[src/hw/orbt_pkg.sv]
// Purpose: constants and types of the octal registered bus transceiver
// Assumes: one clock aclk, synchronous active-low reset aresetn
// Notes:   register map reached over AXI4-Lite, one 32-bit word each
//
// Overview of operation
// - enable low and direction high drives the B bus from the A side path.
// - enable low and direction low drives the A bus from the B side path.
// - enable high releases both buses whatever the direction says.
// - each rising capture edge from A to B stores the A bus in the A store.
// - select low from A to B shows live A data on the driven B bus.
// - select high from A to B shows the stored A data on the driven B bus.
// - the B to A capture clock and select mirror the A to B pair.
// - capture happens on every edge, whatever enable and direction say.
// - a value captured from a pin the device drives itself is unspecified.
// - test mode stops normal operation and hands the pins to test logic.
// - sample-only test activity leaves normal behaviour untouched.

package orbt_pkg;

	// ****************************************
	// widths and depths
	// ****************************************
	localparam int DATA_W     = 8;
	localparam int FIFO_DEPTH = 4;
	localparam int ADDR_W     = 4;
	localparam int DROP_W     = 8;

	// ****************************************
	// register offsets and fields
	// ****************************************
	localparam logic [ADDR_W-1:0] ADDR_CTRL   = 4'h0;
	localparam logic [ADDR_W-1:0] ADDR_STATUS = 4'h4;
	localparam logic [ADDR_W-1:0] ADDR_STORE  = 4'h8;
	localparam logic [ADDR_W-1:0] ADDR_LOG    = 4'hC;
	localparam int CTRL_LOG_EN_BIT   = 0;
	localparam int CTRL_CLR_DROP_BIT = 1;
	localparam logic CTRL_LOG_EN_RST = 1'h1;
	localparam int ST_NONEMPTY_BIT = 8;
	localparam int ST_FULL_BIT     = 9;
	localparam int ST_A_DRIVE_BIT  = 10;
	localparam int ST_B_DRIVE_BIT  = 11;
	localparam int ST_TEST_BIT     = 12;
	localparam int LOG_VALID_BIT   = 31;
	localparam logic [1:0] RESP_OKAY   = 2'h0;
	localparam logic [1:0] RESP_SLVERR = 2'h2;
	localparam int SIDE_A = 0;
	localparam int SIDE_B = 1;

	// ****************************************
	// carriers
	// ****************************************
	typedef struct packed {
		logic enable_n;
		logic dir;
		logic a_to_b_source_select;
		logic b_to_a_source_select;
	} orbt_mode_type;

	typedef struct packed {
		logic              side;
		logic [DATA_W-1:0] data;
	} orbt_log_type;

	localparam int LOG_W = $bits(orbt_log_type);

endpackage : orbt_pkg

[src/hw/orbt_transceiver.sv]
// Purpose: octal registered bus transceiver, normal-mode datapath
// Assumes: all pins synchronous to aclk; pin outputs lag inputs one cycle
// Notes:   output enables are low while the device drives the pin
//
// The AXI4-Lite slave port and the address map were left to the implementer.
`timescale 1ns/1ps
module orbt_transceiver import orbt_pkg::*; (
	// clock and reset
	input  wire logic              aclk,
	input  wire logic              aresetn,
	// transceiver control pins
	input  wire logic              enable_n,
	input  wire logic              dir,
	input  wire logic              a_to_b_capture_clock,
	input  wire logic              b_to_a_capture_clock,
	input  wire logic              a_to_b_source_select,
	input  wire logic              b_to_a_source_select,
	// A bus pins
	input  wire logic [DATA_W-1:0] a_in,
	output logic      [DATA_W-1:0] a_out,
	output logic                   a_oe_n,
	// B bus pins
	input  wire logic [DATA_W-1:0] b_in,
	output logic      [DATA_W-1:0] b_out,
	output logic                   b_oe_n,
	// test logic boundary
	input  wire logic              test_mode,
	input  wire logic [DATA_W-1:0] test_a_out,
	input  wire logic              test_a_oe_n,
	input  wire logic [DATA_W-1:0] test_b_out,
	input  wire logic              test_b_oe_n,
	// capture log back-pressure
	output logic                   capture_log_ready,
	// AXI4-Lite write address
	input  wire logic [31:0]       s_axi_awaddr,
	input  wire logic              s_axi_awvalid,
	output logic                   s_axi_awready,
	// AXI4-Lite write data
	input  wire logic [31:0]       s_axi_wdata,
	input  wire logic [3:0]        s_axi_wstrb,
	input  wire logic              s_axi_wvalid,
	output logic                   s_axi_wready,
	// AXI4-Lite write response
	output logic [1:0]             s_axi_bresp,
	output logic                   s_axi_bvalid,
	input  wire logic              s_axi_bready,
	// AXI4-Lite read address
	input  wire logic [31:0]       s_axi_araddr,
	input  wire logic              s_axi_arvalid,
	output logic                   s_axi_arready,
	// AXI4-Lite read data
	output logic [31:0]            s_axi_rdata,
	output logic [1:0]             s_axi_rresp,
	output logic                   s_axi_rvalid,
	input  wire logic              s_axi_rready
);

	// ****************************************
	// declarations
	// ****************************************
	orbt_mode_type     mode;
	logic [DATA_W-1:0] store [2];
	logic [1:0]        cap_pulse;
	logic [DATA_W-1:0] bus_in [2];
	logic [1:0]        cap_clk;
	logic              drive_a;
	logic              drive_b;
	logic              log_en_r;
	logic [DROP_W-1:0] drop_r;
	logic [DROP_W-1:0] drop_nxt;
	logic [1:0]        dropped;
	logic              log_in_valid;
	orbt_log_type      log_in;
	orbt_log_type      log_out;
	logic              log_out_valid;
	logic              log_pop;
	logic              aw_hold_r;
	logic [ADDR_W-1:0] aw_addr_r;
	logic              w_hold_r;
	logic [31:0]       w_data_r;
	logic [3:0]        w_strb_r;
	logic              do_write;
	logic              clr_drop;
	logic [ADDR_W-1:0] rd_addr;
	logic [31:0]       rd_word;
	logic [1:0]        rd_resp;
	logic              ar_take;

	// ****************************************
	// pin decode
	// ****************************************

	// control pins bundled
	assign mode = '{enable_n, dir, a_to_b_source_select, b_to_a_source_select};

	// which side the device drives; sample-only test activity has no say
	assign drive_b = !mode.enable_n && mode.dir;
	assign drive_a = !mode.enable_n && !mode.dir;

	// ****************************************
	// storage registers, one per direction
	// ****************************************
	assign bus_in[SIDE_A]  = a_in;
	assign bus_in[SIDE_B]  = b_in;
	assign cap_clk[SIDE_A] = a_to_b_capture_clock;
	assign cap_clk[SIDE_B] = b_to_a_capture_clock;

	generate
		for (genvar s = 0; s < 2; s++) begin : g_dir
			orbt_capture u_capture (
				.aclk          (aclk),
				.aresetn       (aresetn),
				.capture_clock (cap_clk[s]),
				.suppress      (test_mode),
				.bus_in        (bus_in[s]),
				.stored        (store[s]),
				.capture_pulse (cap_pulse[s])
			);
		end
	endgenerate

	// ****************************************
	// pin drivers
	// ****************************************

	// B side: live or stored A data, or test logic
	always_ff @(posedge aclk) begin
		if (!aresetn) begin
			b_out  <= '0;
			b_oe_n <= 1'b1;
		end else if (test_mode) begin
			b_out  <= test_b_out;
			b_oe_n <= test_b_oe_n;
		end else begin
			b_out  <= mode.a_to_b_source_select ? store[SIDE_A] : a_in;
			b_oe_n <= !drive_b;
		end
	end

	// A side: live or stored B data, or test logic
	always_ff @(posedge aclk) begin
		if (!aresetn) begin
			a_out  <= '0;
			a_oe_n <= 1'b1;
		end else if (test_mode) begin
			a_out  <= test_a_out;
			a_oe_n <= test_a_oe_n;
		end else begin
			a_out  <= mode.b_to_a_source_select ? store[SIDE_B] : b_in;
			a_oe_n <= !drive_a;
		end
	end

	// ****************************************
	// capture log
	// ****************************************

	// A capture first; a second capture in the same cycle is dropped
	assign log_in_valid = log_en_r && (cap_pulse != 2'b00);
	assign log_in.side  = !cap_pulse[SIDE_A];
	assign log_in.data  = cap_pulse[SIDE_A] ? store_next(SIDE_A) : store_next(SIDE_B);

	function automatic logic [DATA_W-1:0] store_next(input int s);
		store_next = bus_in[s];
	endfunction : store_next

	orbt_fifo #(
		.WIDTH (LOG_W),
		.DEPTH (FIFO_DEPTH)
	) u_log (
		.aclk      (aclk),
		.aresetn   (aresetn),
		.in_valid  (log_in_valid),
		.in_ready  (capture_log_ready),
		.in_data   (log_in),
		.out_valid (log_out_valid),
		.out_ready (log_pop),
		.out_data  (log_out)
	);

	// captures lost while logging is on: no room, or the second of two in one cycle
	always_comb begin
		dropped = 2'b00;
		if (log_en_r) begin
			dropped = 2'(cap_pulse[SIDE_A]) + 2'(cap_pulse[SIDE_B]);
			if (log_in_valid && capture_log_ready) begin
				dropped = dropped - 2'b01;
			end
		end
	end

	// saturating drop counter; a new drop wins over the clear
	always_comb begin
		drop_nxt = clr_drop ? '0 : drop_r;
		if (drop_nxt > {DROP_W{1'b1}} - DROP_W'(dropped)) begin
			drop_nxt = {DROP_W{1'b1}};
		end else begin
			drop_nxt = drop_nxt + DROP_W'(dropped);
		end
	end

	always_ff @(posedge aclk) begin
		if (!aresetn) begin
			drop_r <= '0;
		end else begin
			drop_r <= drop_nxt;
		end
	end

	// ****************************************
	// AXI4-Lite write side
	// ****************************************
	assign s_axi_awready = !aw_hold_r && !s_axi_bvalid;
	assign s_axi_wready  = !w_hold_r && !s_axi_bvalid;
	assign do_write      = aw_hold_r && w_hold_r && !s_axi_bvalid;
	assign clr_drop      = do_write && aw_addr_r == ADDR_CTRL && w_strb_r[0]
		&& w_data_r[CTRL_CLR_DROP_BIT];

	// address and data latches, taken in either order
	always_ff @(posedge aclk) begin
		if (!aresetn) begin
			aw_hold_r <= 1'b0;
			aw_addr_r <= '0;
			w_hold_r  <= 1'b0;
			w_data_r  <= '0;
			w_strb_r  <= '0;
		end else begin
			if (s_axi_awvalid && s_axi_awready) begin
				aw_hold_r <= 1'b1;
				aw_addr_r <= s_axi_awaddr[ADDR_W-1:0];
			end else if (do_write) begin
				aw_hold_r <= 1'b0;
			end
			if (s_axi_wvalid && s_axi_wready) begin
				w_hold_r <= 1'b1;
				w_data_r <= s_axi_wdata;
				w_strb_r <= s_axi_wstrb;
			end else if (do_write) begin
				w_hold_r <= 1'b0;
			end
		end
	end

	// write response
	always_ff @(posedge aclk) begin
		if (!aresetn) begin
			s_axi_bvalid <= 1'b0;
			s_axi_bresp  <= RESP_OKAY;
		end else if (do_write) begin
			s_axi_bvalid <= 1'b1;
			s_axi_bresp  <= (aw_addr_r == ADDR_CTRL) ? RESP_OKAY : RESP_SLVERR;
		end else if (s_axi_bready) begin
			s_axi_bvalid <= 1'b0;
		end
	end

	// control register
	always_ff @(posedge aclk) begin
		if (!aresetn) begin
			log_en_r <= CTRL_LOG_EN_RST;
		end else if (do_write && aw_addr_r == ADDR_CTRL && w_strb_r[0]) begin
			log_en_r <= w_data_r[CTRL_LOG_EN_BIT];
		end
	end

	// ****************************************
	// AXI4-Lite read side
	// ****************************************
	assign s_axi_arready = !s_axi_rvalid;
	assign ar_take       = s_axi_arvalid && s_axi_arready;
	assign rd_addr       = s_axi_araddr[ADDR_W-1:0];
	assign log_pop       = ar_take && rd_addr == ADDR_LOG;

	// read mux
	always_comb begin
		rd_word = '0;
		rd_resp = RESP_OKAY;
		case (rd_addr)
			ADDR_CTRL: begin
				rd_word[CTRL_LOG_EN_BIT] = log_en_r;
			end
			ADDR_STATUS: begin
				rd_word[DROP_W-1:0]      = drop_r;
				rd_word[ST_NONEMPTY_BIT] = log_out_valid;
				rd_word[ST_FULL_BIT]     = !capture_log_ready;
				rd_word[ST_A_DRIVE_BIT]  = !a_oe_n;
				rd_word[ST_B_DRIVE_BIT]  = !b_oe_n;
				rd_word[ST_TEST_BIT]     = test_mode;
			end
			ADDR_STORE: begin
				rd_word[DATA_W-1:0]        = store[SIDE_A];
				rd_word[2*DATA_W-1:DATA_W] = store[SIDE_B];
			end
			ADDR_LOG: begin
				rd_word[LOG_W-1:0]    = log_out;
				rd_word[LOG_VALID_BIT] = log_out_valid;
			end
			default: begin
				rd_resp = RESP_SLVERR;
			end
		endcase
	end

	// read response
	always_ff @(posedge aclk) begin
		if (!aresetn) begin
			s_axi_rvalid <= 1'b0;
			s_axi_rdata  <= '0;
			s_axi_rresp  <= RESP_OKAY;
		end else if (ar_take) begin
			s_axi_rvalid <= 1'b1;
			s_axi_rdata  <= rd_word;
			s_axi_rresp  <= rd_resp;
		end else if (s_axi_rready) begin
			s_axi_rvalid <= 1'b0;
		end
	end

	// ****************************************
	// checks
	// ****************************************
	a_drive_a_to_b: assert property (@(posedge aclk) disable iff (!aresetn)
		!test_mode && !enable_n && dir |=> !b_oe_n && a_oe_n)
		else $error("B not driven for A to B transfer");
	a_drive_b_to_a: assert property (@(posedge aclk) disable iff (!aresetn)
		!test_mode && !enable_n && !dir |=> !a_oe_n && b_oe_n)
		else $error("A not driven for B to A transfer");
	a_bus_isolation: assert property (@(posedge aclk) disable iff (!aresetn)
		!test_mode && enable_n |=> a_oe_n && b_oe_n)
		else $error("a bus driven while disabled");
	a_transparent_ab: assert property (@(posedge aclk) disable iff (!aresetn)
		!test_mode && !a_to_b_source_select |=> b_out == $past(a_in))
		else $error("B does not show live A data");
	a_registered_ab: assert property (@(posedge aclk) disable iff (!aresetn)
		!test_mode && a_to_b_source_select |=> b_out == $past(store[SIDE_A]))
		else $error("B does not show stored A data");
	a_mirror_ba: assert property (@(posedge aclk) disable iff (!aresetn)
		!test_mode |=> a_out == ($past(b_to_a_source_select)
			? $past(store[SIDE_B]) : $past(b_in)))
		else $error("A side path wrong");
	a_capture_any: assert property (@(posedge aclk) disable iff (!aresetn)
		!test_mode && enable_n && a_to_b_capture_clock
			##1 !a_to_b_capture_clock ##1 a_to_b_capture_clock && !test_mode
		|=> store[SIDE_A] == $past(a_in))
		else $error("capture lost while outputs disabled");
	a_test_inhibit: assert property (@(posedge aclk) disable iff (!aresetn)
		test_mode |-> !cap_pulse[SIDE_A] && !cap_pulse[SIDE_B]
			##1 a_oe_n == $past(test_a_oe_n) && b_out == $past(test_b_out))
		else $error("normal operation not inhibited in test mode");

endmodule : orbt_transceiver

[src/hw/orbt_capture.sv]
// Purpose: one direction's storage register with capture edge detect
// Assumes: capture clock input is synchronous to aclk
// Notes:   the store itself has no reset
`timescale 1ns/1ps
module orbt_capture import orbt_pkg::*; (
	// clock and reset
	input  wire logic              aclk,
	input  wire logic              aresetn,
	// capture control
	input  wire logic              capture_clock,
	input  wire logic              suppress,
	input  wire logic [DATA_W-1:0] bus_in,
	// result
	output logic      [DATA_W-1:0] stored,
	output logic                   capture_pulse
);
	logic clk_prev_r;

	// previous capture clock level
	always_ff @(posedge aclk) begin
		if (!aresetn) begin
			clk_prev_r <= 1'b0;
		end else begin
			clk_prev_r <= capture_clock;
		end
	end

	// rising capture edge, ignored in test mode
	assign capture_pulse = capture_clock && !clk_prev_r && !suppress;

	// storage with no reset; pin value taken as seen, even if self-driven
	always_ff @(posedge aclk) begin
		if (capture_pulse) begin
			stored <= bus_in;
		end
	end

	a_capture_loads: assert property (@(posedge aclk) disable iff (!aresetn)
		capture_pulse |=> stored == $past(bus_in))
		else $error("store did not load on capture edge");
	a_store_holds: assert property (@(posedge aclk) disable iff (!aresetn)
		!capture_pulse |=> stored === $past(stored))
		else $error("store changed without capture edge");

endmodule : orbt_capture

[src/hw/orbt_fifo.sv]
// Purpose: small capture log FIFO, valid and ready on both sides
// Assumes: one clock, synchronous reset
// Notes:   depth is a power of two
`timescale 1ns/1ps
module orbt_fifo #(
	parameter int WIDTH = 9,
	parameter int DEPTH = 4
) (
	// clock and reset
	input  wire logic             aclk,
	input  wire logic             aresetn,
	// fill side
	input  wire logic             in_valid,
	output logic                  in_ready,
	input  wire logic [WIDTH-1:0] in_data,
	// drain side
	output logic                  out_valid,
	input  wire logic             out_ready,
	output logic      [WIDTH-1:0] out_data
);
	localparam int PW = $clog2(DEPTH);
	logic [WIDTH-1:0] mem [DEPTH];
	logic [PW-1:0]    wr_ptr_r;
	logic [PW-1:0]    rd_ptr_r;
	logic [PW:0]      count_r;
	logic             push;
	logic             pop;

	// handshakes
	assign in_ready  = count_r != DEPTH[PW:0];
	assign out_valid = count_r != '0;
	assign push      = in_valid && in_ready;
	assign pop       = out_valid && out_ready;
	assign out_data  = mem[rd_ptr_r];

	// storage
	always_ff @(posedge aclk) begin
		if (push) begin
			mem[wr_ptr_r] <= in_data;
		end
	end

	// pointers and fill count
	always_ff @(posedge aclk) begin
		if (!aresetn) begin
			wr_ptr_r <= '0;
			rd_ptr_r <= '0;
			count_r  <= '0;
		end else begin
			wr_ptr_r <= wr_ptr_r + PW'(push);
			rd_ptr_r <= rd_ptr_r + PW'(pop);
			count_r  <= count_r + (PW+1)'(push) - (PW+1)'(pop);
		end
	end

	a_fifo_bound: assert property (@(posedge aclk) disable iff (!aresetn)
		count_r <= DEPTH[PW:0])
		else $error("fifo count beyond depth");

endmodule : orbt_fifo

[config.mk]
export PLATFORM = sky130hd
export DESIGN_NAME = orbt_transceiver
export DESIGN_NICKNAME = d
export VERILOG_FILES = /design/src/hw/orbt_pkg.sv /design/src/hw/orbt_transceiver.sv /design/src/hw/orbt_capture.sv /design/src/hw/orbt_fifo.sv
export SDC_FILE = /design/constraint.sdc
export NUM_CORES = 1
export LEC_CHECK = 0
export ABC_AREA = 1
export BUFFER_PORTS_ARGS = -buffer_cell sky130_fd_sc_hd__buf_4
export CAP_MARGIN = 20
export CELL_PAD_IN_SITES_DETAIL_PLACEMENT = 1
export CELL_PAD_IN_SITES_GLOBAL_PLACEMENT = 2
export CORE_UTILIZATION = 27
export CTS_BUF_LIST = sky130_fd_sc_hd__clkbuf_16
export DETAILED_ROUTE_END_ITERATION = 6
export GPL_ROUTABILITY_DRIVEN = 0
export GPL_TIMING_DRIVEN = 0
export PLACE_DENSITY_LB_ADDON = 0.3
export SYNTH_ARGS = -nofsm -noshare
export SYNTH_HDL_FRONTEND = slang
export SYNTH_SLANG_ARGS = --single-unit
[constraint.sdc]
create_clock -name aclk -period 4.9 [get_ports aclk]
set_input_delay 0.98 -clock aclk [delete_from_list [all_inputs] [get_ports aclk]]
set_output_delay 0.98 -clock aclk [all_outputs]
set_load 0.02 [all_outputs]
Word level (Yosys, flattened, before mapping)
Memories as Yosys holds them, arrays and structs flattened. A register that Yosys moved wholly into a read port is not among the register bits.
Cells that the tools add are included.
{"block": "op_classes", "n_reduce_logical": 44, "magnitude_cmp": 1, "add_sub_neg": 8, "muxes": 28, "eq_ne": 4}
{"operator": "$mux W8", "n": 7}
{"operator": "$pmux W8 S3", "n": 1}
{"operator": "$logic_and A1 B1 Y1", "n": 20}
{"operator": "$logic_not A1 Y1", "n": 15}
{"operator": "$mux W1", "n": 12}
{"operator": "$mux W2", "n": 5}
{"operator": "$reduce_bool A2 Y1", "n": 5}
{"operator": "$add A8 B2 Y8", "n": 1}
{"operator": "$eq A4 B4 Y1 const B", "n": 2}
{"operator": "$gt A8 B8 Y1", "n": 1}
{"operator": "$logic_not A4 Y1", "n": 2}
{"operator": "$pmux W4 S2", "n": 1}
{"operator": "$add A2 B1 Y2", "n": 2}
{"operator": "$eq A4 B3 Y1 const B", "n": 1}
{"operator": "$pmux W1 S4", "n": 1}
{"operator": "$reduce_or A4 Y1", "n": 1}
{"operator": "$sub A1 B3 Y4 const A", "n": 1}
{"operator": "$add A3 B1 Y3", "n": 1}
{"operator": "$mux W3", "n": 1}
{"operator": "$ne A3 B3 Y1 const B", "n": 1}
{"operator": "$reduce_bool A3 Y1", "n": 1}
{"operator": "$sub A3 B1 Y3", "n": 1}
{"operator": "$add A1 B1 Y2", "n": 1}
{"operator": "$sub A2 B1 Y2 const B", "n": 1}
{"block": "word_totals", "output_inout_bits": 60, "ram_bits": 36, "register_bits": 84, "input_bits": 148, "n_memories": 1, "word_cells": 109}
{"name": "u_log.mem", "words": 4, "word_bits": 9, "read_ports": 1, "rd_clocked_by_memory_dff": 1, "wr": 1, "line": "orbt_fifo.sv:22", "rtl": "logic [WIDTH-1:0] mem [DEPTH];"}

Longest topological paths before layout
{"block": "logic_depth", "depth_word": 11, "depth_mapped": 20, "ltp_nobuf": 19}

Modules after synthesis
From an unflattened synthesis, not the netlist that was laid out.
{"block": "hier_totals", "cells_unflattened": 618, "hier_area_um2": 5338.9}
{"mod": "orbt_transceiver", "n_inst": 1, "area_each_um2": 3052.9, "cells_per_inst": 452, "seq_area_each_um2": 1141.1}
{"mod": "orbt_fifo", "n_inst": 1, "area_each_um2": 1722.9, "cells_per_inst": 138, "seq_area_each_um2": 1221.2}
{"mod": "orbt_capture", "n_inst": 2, "area_each_um2": 281.5, "cells_per_inst": 14, "seq_area_each_um2": 260.2}

Worst setup path after synthesis
No wires, ideal clock.
{"block": "synth_path", "kind": "input to register", "startpoint": "in test_mode", "endpoint": "reg drop_r[7]", "arrival_time_ns": 3.948, "slack_ns": 0.887, "n_path_buf": 1, "cell_stages": 18, "t_required_ns": 4.835, "setup_time_ns": 0.065, "path_cell_list": "clkbuf_1 > nor3_1 > inv_1 > ha_1 > nor3_1 > inv_1 > nor2_1 > nor2_1 > ha_1 > nand2_1 > nand3_1 > nor2_1 > nand3_2 > nor2_2 > nand2_4 > nand2_1 > nor2_1 > nor2_1"}
{"block": "synth_between", "elab_chain_len": 10, "word_cells_on_any_way": 14, "cone_classes": "add/sub (4); order compare (1); mux (3); reduce/logical (6)"}
{"item": "from (decl)", "line": "orbt_transceiver.sv:27", "rtl": "input wire logic test_mode,"}
{"item": "$logic_not A1 Y1 *", "line": "orbt_capture.sv:29", "rtl": "assign capture_pulse = capture_clock && !clk_prev_r && !suppress;"}
{"item": "$logic_and A1 B1 Y1 *", "line": "orbt_capture.sv:29"}
{"item": "via g_dir[1].u_capture.capture_pulse", "line": "orbt_capture.sv:15", "rtl": "output logic capture_pulse"}
{"item": "branches (longest 3 deep; another with $add A1 B1 Y2)"}
{"item": "$mux W2 *", "line": "orbt_transceiver.sv:186", "rtl": "if (log_in_valid && capture_log_ready) begin"}
{"item": "$mux W2 *", "line": "orbt_transceiver.sv:184", "rtl": "if (log_en_r) begin"}
{"item": "$sub A1 B3 Y4", "line": "orbt_transceiver.sv:195", "rtl": "if (drop_nxt > {DROP_W{1'b1}} - DROP_W'(dropped)) begin"}
{"item": "$gt A8 B8 Y1", "line": "orbt_transceiver.sv:195"}
{"item": "$mux W8 *", "line": "orbt_transceiver.sv:195"}
{"item": "to (signal assigned)", "line": "orbt_transceiver.sv:206", "rtl": "drop_r <= drop_nxt;"}
{"item": "to (decl)", "line": "orbt_transceiver.sv:69", "rtl": "logic [DROP_W-1:0] drop_r;"}
Mark *: on every way through the listed nets, which the timed path passes.
A chain may end at the register's enable or synchronous reset.

Worst setup path after layout
Ends and elaborated chain as after synthesis.

==> results_dict.tcl <==
set metrics [dict create \
    io_buffers 100 \
    synth_cell_type_count 39 \
    start_util 0.2800 \
    via_count 4523 \
    ant_nets 0 \
    antenna_found_initial 0 \
    ys.flop_type "dfxtp_1" \
    die_h_um 142.2 \
    cts_setup_buffers 0 \
    n_antenna_cell 0 \
    power_mw 2.586 \
    cts_tree "built" \
    maxCapViolCount 0 \
    drt-total-wl_mm 16.45 \
    peakVddDrop_mv 0.2396 \
    synth-async-reset-ratio 0 \
    finalHoldViolCount 0 \
    clk_pin_slew_ps 60 \
    worst_pin_slew_ps 950.2 \
    core_um2 18960 \
    syn_inst 619 \
    placement_rows 50 \
    first_pass_iters 4 \
    fin_skew_ps 6.245 \
    cp-start-kind "input pin" \
    overflow 0 \
    dieArea_um2 20220 \
    place_hpwl_mm 12.57 \
    worstPathMaxFanout 10 \
    critPathArrivalTime_ps 4670 \
    clock_sinks 118 \
    grt_pass1_vias 4725 \
    root_buffer "clkbuf_16" \
    groute.usage.overall 0.1719 \
    syn_area_per_cell_um2 8.574 \
    final.period_utilization 0.8814 \
    critical_path_class "input pin to flop" \
    ys_seq_area_frac 0.5431 \
    final_design_area_no_fill_um2 6995 \
    clk_latency_ps 420 \
    area_growth_pct 31.80 \
    drt_iter0_drc 202 \
    die_w_um 142.2 \
    yosys_warnings 0 \
    pin_count 208 \
    fmax_ghz 0.2315 \
    min_path_type "flop to flop" \
    htreeDepth 4 \
    synth-seq-cells 118 \
    cts_buffer_depth 2 \
    drc 0 \
    leakage_nw 3.141 \
    cts_buffers 17 \
    min_period_ps 4319 \
    setup_violations 0 \
    syn_area_um2 5308 \
    grt_first_pass_wirelength_mm 25.36 \
    endpoint_kind "flop" \
    placed_cell_area_um2 6459 \
    wire_per_inst_um 16.02 \
    synth-edff-count 52 \
    max_slew_margin 0.3642 \
    pwr_density_cell_nw_per_um2 369.7 \
    fin_nets 912 \
    rsz0062_at_grt "false" \
    layout-drive-gt1-share 0.2360 \
    slew_violations 0 \
    status "completed" \
    instances_no_fill 1027 \
    vias_per_cell 4.404 \
    cp.required_ps 5250 \
    dpl.cell_count 995 \
    grt_max_degree 19 \
]
## power breakdown
part	switching, mW	total, mW	internal [mW]	leakage, nW
Sequential	0.0329	1.12	1.09	1.02
Combinational	0.211	0.342	0.131	1.85
Clock	0.455	1.12	0.667	0.277
Total	0.698	2.59	1.89	3.14
## cell usage in the layout, fill, tap and decap left out, types with 2 or more instances in the layout
| master | count |
|---|---|
| o21ai_0 | 61 |
| a31oi_1 | 2 |
| nor2_1 | 90 |
| clkbuf_16 | 18 |
| buf_4 | 118 |
| buf_1 | 2 |
| fa_1 | 2 |
| nor2_2 | 2 |
| o211ai_1 | 4 |
| conb_1 | 17 |
| clkbuf_1 | 11 |
| xnor2_1 | 2 |
| a21oi_1 | 32 |
| nand3_1 | 33 |
| clkinv_1 | 3 |
| nor3_2 | 3 |
| buf_2 | 5 |
| nand2_1 | 113 |
| edfxtp_1 | 52 |
| dfxtp_1 | 66 |
| inv_4 | 5 |
| mux2_2 | 8 |
| o21bai_1 | 2 |
| ha_1 | 8 |
| inv_2 | 2 |
| nand3_4 | 2 |
| inv_1 | 78 |
| clkinv_2 | 7 |
| nand3_2 | 2 |
| nor3_1 | 2 |
## cell type report
type / count / area, um2
Inverter: 82 / 307.8
Sequential cell: 118 / 2883
Fill cell: 2236 / 11960
Timing Repair Buffer: 100 / 750.7
Buffer: 38 / 225.2
Tap cell: 260 / 325.3
Multi-Input combinational cell: 397 / 1974
Clock inverter: 14 / 78.83
Clock buffer: 18 / 450.4
## sequential cells by signal (all words and copies together) (netlist names), 2 cells and up
| register | flops |
|---|---|
| u_log.rd_ptr_r | 2 |
| drop_r | 8 |
| u_log.mem | 36 |
| g_dir.u_capture.clk_prev_r | 2 |
| g_dir.u_capture.stored | 16 |
| b_out | 8 |
| s_axi_rdata | 17 |
| aw_addr_r | 4 |
| u_log.count_r | 3 |
| a_out | 8 |
| u_log.wr_ptr_r | 2 |
| w_data_r | 2 |
## cell usage after synthesis, types with 2 or more instances
library cell,instances,share of area
nand3_1,33,0.031
o211ai_1,4,0.0057
a31oi_1,2,0.0024
buf_1,2,0.0014
nor3_1,5,0.0047
nand3_2,2,0.0038
clkinv_1,2,0.0014
nor2_1,90,0.064
nand2_1,113,0.080
fa_1,2,0.0075
o21bai_1,2,0.0028
clkbuf_1,12,0.0085
a21oi_1,32,0.030
xnor2_1,2,0.0033
nand3_4,2,0.0066
nor2_2,2,0.0024
edfxtp_1,52,0.29
o21ai_0,61,0.058
buf_2,5,0.0047
buf_4,18,0.025
ha_1,8,0.019
mux2_2,8,0.017
inv_2,2,0.0014
dfxtp_1,66,0.25
inv_1,78,0.055
## timing repair
action | 4_1_cts | 5_1_grt
hold buffers | 0 | 0
endpoints found under the setup margin | 0 | 8
resized for setup | 0 | 4
## worst max-delay path: stages
cell,delay [ps]
buf_4,130
clkbuf_1,220
nor3_2,810
inv_1,160
ha_1,230
nor3_1,440
inv_1,250
nor2_1,140
nor2_1,100
ha_1,330
inv_1,60
nor2_1,80
nor2_1,60
nor2_1,130
nand3_2,90
nor2_2,130
nand2_4,100
nand2_1,90
nor2_1,40
nor2_1,90
## per-stage QoR
stage	setup slack, ps	setup TNS (ps)	utilization	hold WS (ps)
finish	581.1	0	0.3690	468.7
global route	22.84	0	0.3690	493.6
CTS	125.6	0	0.3686	473.0
detailed placement	-304.6	-1983	0.3407	464.2
global placement	-487.5	-9949	0.3399	459.4
floorplan	887.3	0	-	454.7
## path summary, 6_finish.rpt
kind                            depth (start not counted)                                      from                           to  slack [ps]
worst min-delay path                                    2               s_axi_rdata[4]$_SDFFE_PN0P_  s_axi_rdata[4]$_SDFFE_PN0P_         470
worst max register to register                         19  g_dir[0].u_capture.clk_prev_r$_SDFF_PN0_         drop_r[7]$_SDFF_PN0_        1070
worst max-delay path                                   20                                 test_mode         drop_r[7]$_SDFF_PN0_         580
worst min register to register                          2               s_axi_rdata[4]$_SDFFE_PN0P_  s_axi_rdata[4]$_SDFFE_PN0P_         470
## cell families after synthesis
logic type	synth area share
AOI/OAI and AO/OA	0.1075
xor gates and xnor gates	0.003301
adders and majority gates	0.02640
buffers and inverters	0.1002
DFF	0.5431
muxes	0.01697
other	0.0007065
and+or+nand+nor	0.2018
## layer usage
metal	global-route usage	up-vias	share of wire
met2	0.2892	97	0.50
li1	-	2244	-
met1	0.2126	2163	0.44
met3	0.04206	19	0.042
met4	0.06282	0	0.017
met5	0	-	0
Note: power is estimated with default switching activity, not from simulation.
